<file path="src/core/clk_ctrl_defs.vh">
// Constants for the serial control register bank
`ifndef CLK_CTRL_DEFS_VH
`define CLK_CTRL_DEFS_VH
`define SLAVE_ADDR_7       7'h69
`define CMD_BYTE_OP_MASK   3'h4
`define OFS_DIFF_REF_EN    7'h00
`define OFS_SPREAD_MISC_EN 7'h01
`define OFS_PCI_EN         7'h02
`define RST_DIFF_REF_EN    8'hff
`define RST_SPREAD_MISC_EN 8'hfe
`define RST_PCI_EN         8'hff
`define BIT_SPREAD_MODE    7
`define BIT_DOT_EN         6
`define BIT_USB_EN         5
`define BIT_REF_CLOCK_OUT_0_EN        4
`define BIT_REF_CLOCK_OUT_1_EN        3
`define BIT_CPU1_EN        2
`define BIT_CPU0_EN        1
`define BIT_SPREAD_ON      0
`endif

</file>
<file path="src/core/clock_output_serial_ctrl_regs.v">
// Serial slave with control bytes 0..2 for a multi-output clock generator
// Overview of operation
// [RULE1] A byte write is start, address, write bit, ack, command, ack, data, ack, stop.
// [RULE2] A byte command has the form 100xxxxx and its low seven bits pick the control byte.
// [RULE3] A byte read is write phase with command, repeated start, address with read bit, ack, data out, master ack, stop.
// [RULE4] Control byte 0 enables the seven reference pairs and the storage pair, all on at power-up.
// [RULE5] Control byte 1 bit 7 picks centre spread (0) or down spread (1), one at power-up.
// [RULE6] Control byte 1 bit 0 turns spread on, zero at power-up.
// [RULE7] Control byte 1 bits 6, 2 and 1 enable the dot pair and processor pairs 1 and 0.
// [RULE8] Control byte 1 bits 5, 4 and 3 enable the USB output and reference outputs 0 and 1.
// [RULE9] Control byte 2 enables bus clock outputs 5..0 and free bus clock outputs 1..0.
// [RULE10] The slave answers only to address byte 11010010 with its write bit, or 11010011 with its read bit after a command.
// [RULE11] A written byte takes effect only after the data byte is acknowledged.
`timescale 1ns/1ps
`include "clk_ctrl_defs.vh"
module clock_output_serial_ctrl_regs (
   input  wire       sys_clk_in,
   input  wire       rst_n_in,
   input  wire       scl_in,
   input  wire       sda_in,
   output reg        sda_out,
   output reg        sda_oe_out,
   output reg  [7:0] diff_ref_pair_en_out,
   output reg        dot_clock_pair_en_out,
   output reg        usb_clock_en_out,
   output reg        ref_clock_out_0_en_out,
   output reg        ref_clock_out_1_en_out,
   output reg        cpu_pair_1_en_out,
   output reg        cpu_pair_0_en_out,
   output reg        spread_down_mode_out,
   output reg        spread_on_out,
   output reg  [5:0] bus_clock_en_out,
   output reg  [1:0] free_bus_clock_en_out
);
   localparam ST_IDLE  = 7'b0000001;
   localparam ST_ADDR  = 7'b0000010;
   localparam ST_AACK  = 7'b0000100;
   localparam ST_CMD   = 7'b0001000;
   localparam ST_WDATA = 7'b0010000;
   localparam ST_RDATA = 7'b0100000;
   localparam ST_MACK  = 7'b1000000;

   wire       scl_s;
   wire       sda_s;
   wire       scl_rise;
   wire       scl_fall;
   wire       sda_rise;
   wire       sda_fall;
   reg  [6:0] state_q;
   reg  [7:0] shift_q;
   reg  [3:0] bit_cnt_q;
   reg        ack_drive_q;
   reg        after_ack_q;
   reg        cmd_seen_q;
   reg        is_read_q;
   reg  [6:0] offset_q;
   reg        offset_ok_q;
   reg  [7:0] reg0_q;
   reg  [7:0] reg1_q;
   reg  [7:0] reg2_q;
   reg  [7:0] rd_byte;
   reg        wr_pend_q;
   reg  [7:0] wr_data_q;
   wire       start_det;
   wire       stop_det;
   wire [7:0] byte_in;

   pin_sync #(.RST_VAL(1'b1)) u_scl_sync (
      .sys_clk_in (sys_clk_in),
      .rst_n_in   (rst_n_in),
      .async_in   (scl_in),
      .sync_out   (scl_s)
   );
   pin_sync #(.RST_VAL(1'b1)) u_sda_sync (
      .sys_clk_in (sys_clk_in),
      .rst_n_in   (rst_n_in),
      .async_in   (sda_in),
      .sync_out   (sda_s)
   );
   line_edge u_scl_edge (
      .sys_clk_in (sys_clk_in),
      .rst_n_in   (rst_n_in),
      .line_in    (scl_s),
      .rise_out   (scl_rise),
      .fall_out   (scl_fall)
   );
   line_edge u_sda_edge (
      .sys_clk_in (sys_clk_in),
      .rst_n_in   (rst_n_in),
      .line_in    (sda_s),
      .rise_out   (sda_rise),
      .fall_out   (sda_fall)
   );

   // Start and stop: data moves while clock is high
   assign start_det = sda_fall & scl_s;
   assign stop_det  = sda_rise & scl_s;
   assign byte_in   = {shift_q[6:0], sda_s};

   // Readback mux by offset
   always @* begin
      case (offset_q)
         `OFS_DIFF_REF_EN:    rd_byte = reg0_q;
         `OFS_SPREAD_MISC_EN: rd_byte = reg1_q;
         `OFS_PCI_EN:         rd_byte = reg2_q;
         default:             rd_byte = 8'h00;
      endcase
   end

   // Serial protocol engine
   always @(posedge sys_clk_in) begin
      if (!rst_n_in) begin
         state_q     <= ST_IDLE;
         shift_q     <= 8'h00;
         bit_cnt_q   <= 4'h0;
         ack_drive_q <= 1'b0;
         after_ack_q <= 1'b0;
         cmd_seen_q  <= 1'b0;
         is_read_q   <= 1'b0;
         offset_q    <= 7'h00;
         offset_ok_q <= 1'b0;
         wr_pend_q   <= 1'b0;
         wr_data_q   <= 8'h00;
         sda_out     <= 1'b0;
         sda_oe_out  <= 1'b0;
      end else begin
         wr_pend_q <= 1'b0;
         if (start_det) begin
            state_q     <= ST_ADDR; // [RULE1] [RULE3]
            bit_cnt_q   <= 4'h0;
            sda_oe_out  <= 1'b0;
            after_ack_q <= 1'b0;
         end else if (stop_det) begin
            state_q    <= ST_IDLE;
            cmd_seen_q <= 1'b0;
            sda_oe_out <= 1'b0;
         end else begin
            case (state_q)
               ST_IDLE: begin
                  sda_oe_out <= 1'b0;
               end
               ST_ADDR, ST_CMD, ST_WDATA: begin
                  if (scl_rise) begin
                     shift_q   <= byte_in;
                     bit_cnt_q <= bit_cnt_q + 4'h1;
                  end else if (scl_fall && bit_cnt_q == 4'h8) begin
                     bit_cnt_q <= 4'h0;
                     if (state_q == ST_ADDR) begin
                        if (shift_q[7:1] == `SLAVE_ADDR_7 &&
                            (!shift_q[0] || cmd_seen_q)) begin // [RULE10]
                           is_read_q  <= shift_q[0];
                           sda_out    <= 1'b0;
                           sda_oe_out <= 1'b1;
                           state_q    <= ST_AACK;
                        end else begin
                           state_q <= ST_IDLE;
                        end
                     end else if (state_q == ST_CMD) begin
                        if (shift_q[7:5] == `CMD_BYTE_OP_MASK) begin // [RULE2]
                           offset_q    <= shift_q[6:0];
                           offset_ok_q <= shift_q[6:0] <= `OFS_PCI_EN;
                           cmd_seen_q  <= 1'b1;
                           sda_out     <= 1'b0;
                           sda_oe_out  <= 1'b1;
                           state_q     <= ST_AACK;
                        end else begin
                           state_q <= ST_IDLE; // Block access not served
                        end
                     end else begin
                        wr_data_q   <= shift_q;
                        sda_out     <= 1'b0;
                        sda_oe_out  <= 1'b1;
                        after_ack_q <= 1'b1;
                        state_q     <= ST_AACK;
                     end
                  end
               end
               ST_AACK: begin
                  if (scl_fall) begin
                     // Release ack, pick next phase
                     sda_oe_out <= 1'b0;
                     if (after_ack_q) begin
                        after_ack_q <= 1'b0;
                        wr_pend_q   <= offset_ok_q; // [RULE11]
                        state_q     <= ST_IDLE;
                     end else if (is_read_q) begin
                        sda_out    <= rd_byte[7]; // [RULE3]
                        sda_oe_out <= ~rd_byte[7];
                        shift_q    <= {rd_byte[6:0], 1'b0};
                        bit_cnt_q  <= 4'h1;
                        is_read_q  <= 1'b0;
                        state_q    <= ST_RDATA;
                     end else if (!cmd_seen_q || ack_drive_q) begin
                        state_q     <= ST_CMD;
                        ack_drive_q <= 1'b0;
                     end else begin
                        state_q <= ST_WDATA; // [RULE1]
                     end
                     if (!after_ack_q && !is_read_q && !cmd_seen_q) begin
                        ack_drive_q <= 1'b0;
                     end
                  end
               end
               ST_RDATA: begin
                  if (scl_fall) begin
                     if (bit_cnt_q == 4'h8) begin
                        sda_oe_out <= 1'b0;
                        bit_cnt_q  <= 4'h0;
                        state_q    <= ST_MACK;
                     end else begin
                        sda_out    <= shift_q[7];
                        sda_oe_out <= ~shift_q[7]; // Open drain: pull low only
                        shift_q    <= {shift_q[6:0], 1'b0};
                        bit_cnt_q  <= bit_cnt_q + 4'h1;
                     end
                  end
               end
               ST_MACK: begin
                  if (scl_rise) begin
                     state_q <= ST_IDLE; // [RULE3]
                  end
               end
               default: begin
                  state_q <= ST_IDLE;
               end
            endcase
         end
      end
   end

   // Control bytes, power-up defaults
   always @(posedge sys_clk_in) begin
      if (!rst_n_in) begin
         reg0_q <= `RST_DIFF_REF_EN; // [RULE4]
         reg1_q <= `RST_SPREAD_MISC_EN; // [RULE5] [RULE6]
         reg2_q <= `RST_PCI_EN; // [RULE9]
      end else if (wr_pend_q) begin
         case (offset_q)
            `OFS_DIFF_REF_EN:    reg0_q <= wr_data_q; // [RULE11]
            `OFS_SPREAD_MISC_EN: reg1_q <= wr_data_q;
            `OFS_PCI_EN:         reg2_q <= wr_data_q;
            default:             reg0_q <= reg0_q;
         endcase
      end
   end

   // Outputs from flops
   always @(posedge sys_clk_in) begin
      if (!rst_n_in) begin
         diff_ref_pair_en_out   <= `RST_DIFF_REF_EN;
         spread_down_mode_out   <= 1'b1;
         dot_clock_pair_en_out  <= 1'b1;
         usb_clock_en_out       <= 1'b1;
         ref_clock_out_0_en_out <= 1'b1;
         ref_clock_out_1_en_out <= 1'b1;
         cpu_pair_1_en_out      <= 1'b1;
         cpu_pair_0_en_out      <= 1'b1;
         spread_on_out          <= 1'b0;
         bus_clock_en_out       <= 6'h3f;
         free_bus_clock_en_out  <= 2'h3;
      end else begin
         diff_ref_pair_en_out   <= reg0_q; // [RULE4]
         spread_down_mode_out   <= reg1_q[`BIT_SPREAD_MODE]; // [RULE5]
         dot_clock_pair_en_out  <= reg1_q[`BIT_DOT_EN]; // [RULE7]
         usb_clock_en_out       <= reg1_q[`BIT_USB_EN]; // [RULE8]
         ref_clock_out_0_en_out <= reg1_q[`BIT_REF_CLOCK_OUT_0_EN]; // [RULE8]
         ref_clock_out_1_en_out <= reg1_q[`BIT_REF_CLOCK_OUT_1_EN]; // [RULE8]
         cpu_pair_1_en_out      <= reg1_q[`BIT_CPU1_EN]; // [RULE7]
         cpu_pair_0_en_out      <= reg1_q[`BIT_CPU0_EN]; // [RULE7]
         spread_on_out          <= reg1_q[`BIT_SPREAD_ON]; // [RULE6]
         bus_clock_en_out       <= reg2_q[7:2]; // [RULE9]
         free_bus_clock_en_out  <= reg2_q[1:0]; // [RULE9]
      end
   end
endmodule

</file>
<file path="src/core/line_edge.v">
// Edge finder for a synchronised serial line
`timescale 1ns/1ps
module line_edge (
   input  wire sys_clk_in,
   input  wire rst_n_in,
   input  wire line_in,
   output wire rise_out,
   output wire fall_out
);
   reg prev_q;

   // Hold last value
   always @(posedge sys_clk_in) begin
      if (!rst_n_in) begin
         prev_q <= 1'b1;
      end else begin
         prev_q <= line_in;
      end
   end

   assign rise_out = line_in & ~prev_q;
   assign fall_out = ~line_in & prev_q;
endmodule

</file>
<file path="src/core/pin_sync.v">
// Two-flop synchroniser for one asynchronous input
`timescale 1ns/1ps
module pin_sync #(
   parameter RST_VAL = 1'b1
) (
   input  wire sys_clk_in,
   input  wire rst_n_in,
   input  wire async_in,
   output reg  sync_out
);
   reg meta_q;

   // First stage read only by second stage
   always @(posedge sys_clk_in) begin
      if (!rst_n_in) begin
         meta_q   <= RST_VAL;
         sync_out <= RST_VAL;
      end else begin
         meta_q   <= async_in;
         sync_out <= meta_q;
      end
   end
endmodule

</file>
<file path="config.mk">
export PLATFORM = sky130hd
export DESIGN_NAME = clock_output_serial_ctrl_regs
export DESIGN_NICKNAME = d
export VERILOG_FILES = /design/src/core/clock_output_serial_ctrl_regs.v /design/src/core/line_edge.v /design/src/core/pin_sync.v
export VERILOG_INCLUDE_DIRS = /design/src /design/src/core
export SDC_FILE = /design/constraint.sdc
export NUM_CORES = 1
export LEC_CHECK = 0
export CAP_MARGIN = 20
export CELL_PAD_IN_SITES_DETAIL_PLACEMENT = 0
export CELL_PAD_IN_SITES_GLOBAL_PLACEMENT = 1
export CORE_MARGIN = 1
export CORE_UTILIZATION = 40
export DETAILED_ROUTE_END_ITERATION = 8
export DONT_BUFFER_PORTS = 1
export PLACE_DENSITY = 0.64
export SYNTH_ARGS = -nofsm -noshare
export SYNTH_HDL_FRONTEND = slang
export SYNTH_SLANG_ARGS = --single-unit
</file>
<file path="constraint.sdc">
create_clock -name sys_clk_in -period 2.2 [get_ports sys_clk_in]
set_input_delay 0 -clock sys_clk_in [delete_from_list [all_inputs] [get_ports sys_clk_in]]
set_output_delay 0 -clock sys_clk_in [all_outputs]
set_load 0.02 [all_outputs]
</file>
# --- Yosys cells after proc, flatten, opt, wreduce, memory -nomap -nowiden ---
# Cells that the tools add are included.
classes:
  addsub: 1
  mul: 0
  n_div: 0
  magnitude_cmp: 1
  n_eq_ne: 40
  n_shift: 0
  n_mux: 79
  bitwise: 22
  reduce_logical: 38
ops:
  columns: ["operator", "n"]
  rows:
  - ["two-way mux 7 bit", 8]
  - ["AND reduction 7 bit", 8]
  - ["two-way mux 8 bit", 6]
  - ["case mux 8 bit (3 select lines)", 2]
  - ["two-way mux 1 bit", 43]
  - ["case mux 7 bit (5 select lines)", 1]
  - ["!= test 2 bit (second input constant)", 15]
  - ["two-way mux 4 bit", 7]
  - ["!= test 4 bit (second input constant)", 7]
  - ["AND reduction 9 bit", 2]
  - ["inverter 1 bit", 16]
  - ["equality test 7 x 1 -> 1 bit (second input constant)", 2]
  - ["equality test 7 x 2 -> 1 bit (second input constant)", 2]
  - ["equality test 7 bit (second input constant)", 2]
  - ["two-way mux 6 bit", 2]
  - ["case mux 4 bit (3 select lines)", 1]
  - ["AND reduction 12 bit", 1]
  - ["nonzero test 2 bit", 6]
  - ["!= test 3 bit (second input constant)", 3]
  - ["AND reduction 8 bit", 1]
  - ["equality test 7 x 3 -> 1 bit (second input constant)", 1]
  - ["equality test 7 x 4 -> 1 bit (second input constant)", 1]
  - ["equality test 7 x 5 -> 1 bit (second input constant)", 1]
  - ["equality test 7 x 6 -> 1 bit (second input constant)", 1]
  - ["other kinds (22)", 42]
totals:
  register_bits: 96
  latch_bits: 0
  mem_bits_rw: 0
  romBits: 0
  in_bits: 4
  mem_count: 0

# --- Logic depth before layout (Yosys ltp) ---
logic_depth:
  ltp_word: 10
  depth_mapped: 8
  mapped_depth_nobuf: 7

# --- Cells and area by module ---
# From an unflattened synthesis, not the netlist that was laid out.
unflattened:
  cells_unflattened: 445
  area_unflattened_um2: 4276.6
modules_own_cells:
  columns: ["module", "n_inst", "cells_each", "area_per_inst_um2", "seq_area_each_um2"]
  rows:
  - ["clock_output_serial_ctrl_regs", 1, 429, 4093.9, 1781.7]
  - ["pin_sync", 2, 4, 52.6, 40.0]
  - ["line_edge", 2, 4, 38.8, 20.0]

# --- Least setup slack after synthesis ---
# OpenSTA, ideal clock, no wires.
synth_path:
  kind: "register to register"
  startpoint: "register state_q[0]"
  endpoint: "register bit_cnt_q[1]"
  setup_time_ns: 0.070
  t_arrival_ns: 1.863
  required_ns: 2.130
  slack_ns: 0.267
  path_stages_with_launch: 7
  synth_period_minus_slack_ns: 1.933
  cell_sequence: "dfxtp_1 -> buf_6 -> or4b_4 -> nor2_8 -> o32ai_4 -> or4b_1 -> a21oi_1"
synth_via:
  elab_chain_len: 4
  word_cells_on_any_way: 14
  cone_classes: "eq/ne: 10; mux: 1; reduce/logical: 3"
synth_rtl:
  columns: ["element", "line_no", "rtl"]
  rows:
  - ["from (decl)", "clock_output_serial_ctrl_regs.v:49", "reg [6:0] state_q;"]
  - ["from (signal assigned)", "clock_output_serial_ctrl_regs.v:113", "state_q <= ST_IDLE;"]
  - ["from (signal assigned)", "clock_output_serial_ctrl_regs.v:129", "state_q <= ST_ADDR;"]
  - ["from (signal assigned)", "clock_output_serial_ctrl_regs.v:134", "state_q <= ST_IDLE;"]
  - ["equality test 7 x 2 -> 1 bit (tied with other cells)", "clock_output_serial_ctrl_regs.v:138", "case (state_q)"]
  - ["OR reduction 3 bit", "clock_output_serial_ctrl_regs.v:138", null]
  - ["!= test 3 bit (no source line) or nonzero test 3 bit (tied branches)", null, null]
  - ["AND reduction 7 bit (no source line)", null, null]
  - ["to (signal assigned)", "clock_output_serial_ctrl_regs.v:145", "bit_cnt_q <= bit_cnt_q + 4'h1;"]
  - ["to (signal assigned)", "clock_output_serial_ctrl_regs.v:214", "bit_cnt_q <= bit_cnt_q + 4'h1;"]
  - ["to (decl)", "clock_output_serial_ctrl_regs.v:51", "reg [3:0] bit_cnt_q;"]
# Several ways; a longest one is shown, not always the timed one.
# A chain may end at the register's enable or synchronous reset.

# --- Final worst setup path ---
layout_path:
  startpoint: "register state_q[1]"
  endpoint: "register bit_cnt_q[1]"
# Same word-level chain as after synthesis.

==> impl_metrics.yaml <==
detailed_routing:
  firstDrtPassIters: 5
  antenna_left: 0
  vias_per_cell: 5.566
  routed.top_layer: "met4"
  vias: 3356
  drt_iter0_drc: 288
  remaining_drc_errors: 0
  wirelength_um: 10670
  wl_met3_um: 634
  wl_per_cell_um: 17.69
  wl_met1_um: 5486
  wl_met2_um: 4404
cells_and_area:
  postLayoutCellArea_sq_um: 4746
  antenna_cells: 0
  nFillCells: 1007
  post-route-util_pct: 47.89
  final_cell_count_no_fill: 603
  drive_above_1_share_pct: 14.26
  final_nets: 471
  syn2layout_area_growth_pct: 14.21
clock_network:
  clk_pin_slew_ns: 0.10
  cts_buffer_depth: 2
  clock_tree.root_cell: "clkbuf_8"
  clk_latency_ns: 0.37
  htree_levels: 3
  cts.sink_count: 95
  cts_made_buffers: 9
  cts_tree: "yes"
grt:
  track_usage_pct: 20.30
  grt_max_degree: 57
  grt_pass1_wl_um: 17090
  grt_pass1_vias: 3048
  antenna_found_initial: 0
  grt_overflow_total: 0
sta:
  fin_ws_ns: 0.08665
  setup_viol: 0
  finalHoldViolations: 0
  tns_ns: 0
  clock_skew_ns: 0.01111
  worstMarginPinSlew_ns: 0.9031
  clock.fmax_ghz: 0.4732
  finalCritPeriodShare_pct: 96.06
  period_minus_slack_ns: 2.113
  holdWs_ns: 0.2271
  slew_headroom_pct: 39.73
  drv_slew: 0
min_path:
  hold_start: "rst_n_in"
  hold-path-cell-count: 2
  min_to: "wr_data_q[7]$_SDFFE_PN0P_"
  hold_path.class: "in -> reg"
yosys:
  synth_mux_area_share_pct: 9.184
  synth_seq_cells: 95
  syn_nets: 450
  seq_area_frac_synth_pct: 45.77
  synth_fa_ha_area_share_pct: 0.6022
  synth-simple-area-share_pct: 26.92
  synth_cell_types: 57
  synth.area.top_cells: "dfxtp_1 (46%), mux2i_1 (8.9%), nand2b_1 (4.8%)"
  yosysWarnings: 0
  synth_edf_count: 0
  synth_most_common_cell: "dfxtp_1"
  synthTopCellsByCount: "dfxtp_1 (95), nand2_1 (50), mux2i_1 (37), nor2_1 (36), nand2b_1 (32)"
  synth_top_family_by_area: "simple AND/OR/NAND/NOR gates"
  synth_cells: 444
  yosys.area.top_type_share_pct: 45.77
  dominantRegCellSynth: "dfxtp_1"
  yosys.area.top_type: "dfxtp_1"
  syn_avg_cell_area_sq_um: 9.359
  syn_area_sq_um: 4155
  synth_compound_area_share_pct: 13.46
  async_flop_share_pct: 0
  synth-xor-area-share_pct: 0.4216
worst_setup_path:
  reg2reg_to: "bit_cnt_q[1]$_SDFFE_PP0P_"
  cp_max_fo: 14
  setup.worst_path.start_class: "register"
  required_ns: 2.50
  worst_r2r_path_depth: 5
  r2r_setup_slack_ns: 0.09
  endpoint_kind: "register"
  cp.arrival_ns: 2.41
  regToRegStartpoint: "state_q[1]$_SDFFE_PN0P_"
  crit_type: "reg -> reg"
power:
  intPower_mw: 2.212
  power_leakage_nw: 1.683
  vdd_drop_max_mv: 0.3004
  pwr-share-seq_pct: 59.2
  switching_share_pct: 24.61
  finalPower_mw: 2.933
  p_switching_mw: 0.7218
  clkPwrFrac_pct: 37.5
  power.density_nw_per_um2: 618.1
  comb_power_share_pct: 3.3
die:
  rows: 36
  io_pins: 30
  core_sq_um: 9910
  die_width_um: 103.9
  die_area_sq_um: 10800
  die_h_um: 103.9
  start_util_pct: 41.93
job:
  cap_violations: 0
placement:
  post_dp_cell_area_sq_um: 4463
  placed_cells: 583
  dp_slack_ns: -0.06866
  port_buffers: 0
  place.gp.congestion: 0.8776
  hpwlAfterDp_um: 7399
run_status:
  status: "completed"
==> cell usage in the layout, fill, tap and decap left out, types with 4 or more instances in the layout <==
| master | n |
|---|---|
| a211oi_1 | 5 |
| a21oi_1 | 21 |
| buf_12 | 4 |
| buf_4 | 27 |
| clkbuf_8 | 10 |
| dfxtp_1 | 92 |
| inv_1 | 8 |
| mux2i_1 | 37 |
| nand2_1 | 49 |
| nand2b_1 | 32 |
| nand3_1 | 21 |
| nand3b_1 | 4 |
| nand4_1 | 7 |
| nor2_1 | 36 |
| nor2b_1 | 7 |
| nor3_1 | 13 |
| nor3b_1 | 7 |
| nor4_1 | 4 |
| nor4b_1 | 4 |
| o21ai_0 | 6 |
| o311a_1 | 7 |
| o31ai_1 | 4 |
==> cell families (layout without fill, tap and decap cells) <==
kind of cell,Yosys count,count (layout)
compound gates,70,70
xor+xnor,2,2
fa+ha+maj,2,2
buf+inv,32,58
flops,95,95
mux,38,38
simple gates,205,205
==> registers in the layout (all words and copies together) (netlist names), 4 cells and up <==
signal and count:
reg0_q 8, reg2_q 8, wr_data_q 8, reg1_q 8, bus_clock_en_out 6, offset_q 7
shift_q 8, diff_ref_pair_en_out 8, state_q 7, bit_cnt_q 4
==> power by group through the flow <==
stage / clock network [mW] / registers, mW / logic [mW]
after floorplan: 0 / 1.77 / 0.0663
after detailed placement: 0 / 1.78 / 0.0709
after global placement: 0 / 1.78 / 0.0723
after CTS: 1.13 / 1.74 / 0.0959
after global routing: 1.19 / 1.74 / 0.105
final: 1.10 / 1.74 / 0.0965
==> what timing repair did <==
action                                  CTS  global route
cloned                                    0             0
endpoints found under the hold margin    59             0
hold buffers                              4             0
buffers inserted                          0             0
gates resized for setup                   2            11
endpoints found under the setup margin    1            22
==> layer usage <==
layer  up-vias  track usage (%)
met5         -                0
met4         0            6.735
met3        18            4.010
met2       107            26.86
met1      1593            32.02
li1       1638                -
==> worst max-delay path: stages (launching register included) <==
cell	delay, ns
dfxtp_2	0.41
or4b_4	0.63
nor2_8	0.21
o32ai_4	0.14
or4b_1	0.50
a21oi_1	0.15
==> area by class of cell <==
type	count	area, sq um	share of cell area (%)
inverter	8	30.03	0.6327
clock inverter	5	40.04	0.8437
timing repair buffer	34	312.8	6.591
tap	133	166.4	3.506
multi-input combinational	317	2150	45.29
clock buffer	11	141.4	2.979
sequential	95	1906	40.15
==> how the worst max path moves through the flow <==
stage,startpoint,end,cells past startpoint
2_1_floorplan,state_q[0]$_SDFFE_PN1P_,bit_cnt_q[1]$_SDFFE_PP0P_,6
3_3_place_gp,state_q[1]$_SDFFE_PN0P_,bit_cnt_q[1]$_SDFFE_PP0P_,5
3_5_place_dp,state_q[1]$_SDFFE_PN0P_,bit_cnt_q[1]$_SDFFE_PP0P_,5
4_1_cts,state_q[1]$_SDFFE_PN0P_,state_q[3]$_SDFFE_PP0P_,7
5_1_grt,state_q[1]$_SDFFE_PN0P_,bit_cnt_q[1]$_SDFFE_PP0P_,5
6_report,state_q[1]$_SDFFE_PN0P_,bit_cnt_q[1]$_SDFFE_PP0P_,5
(Power assumes the default switching activity.)
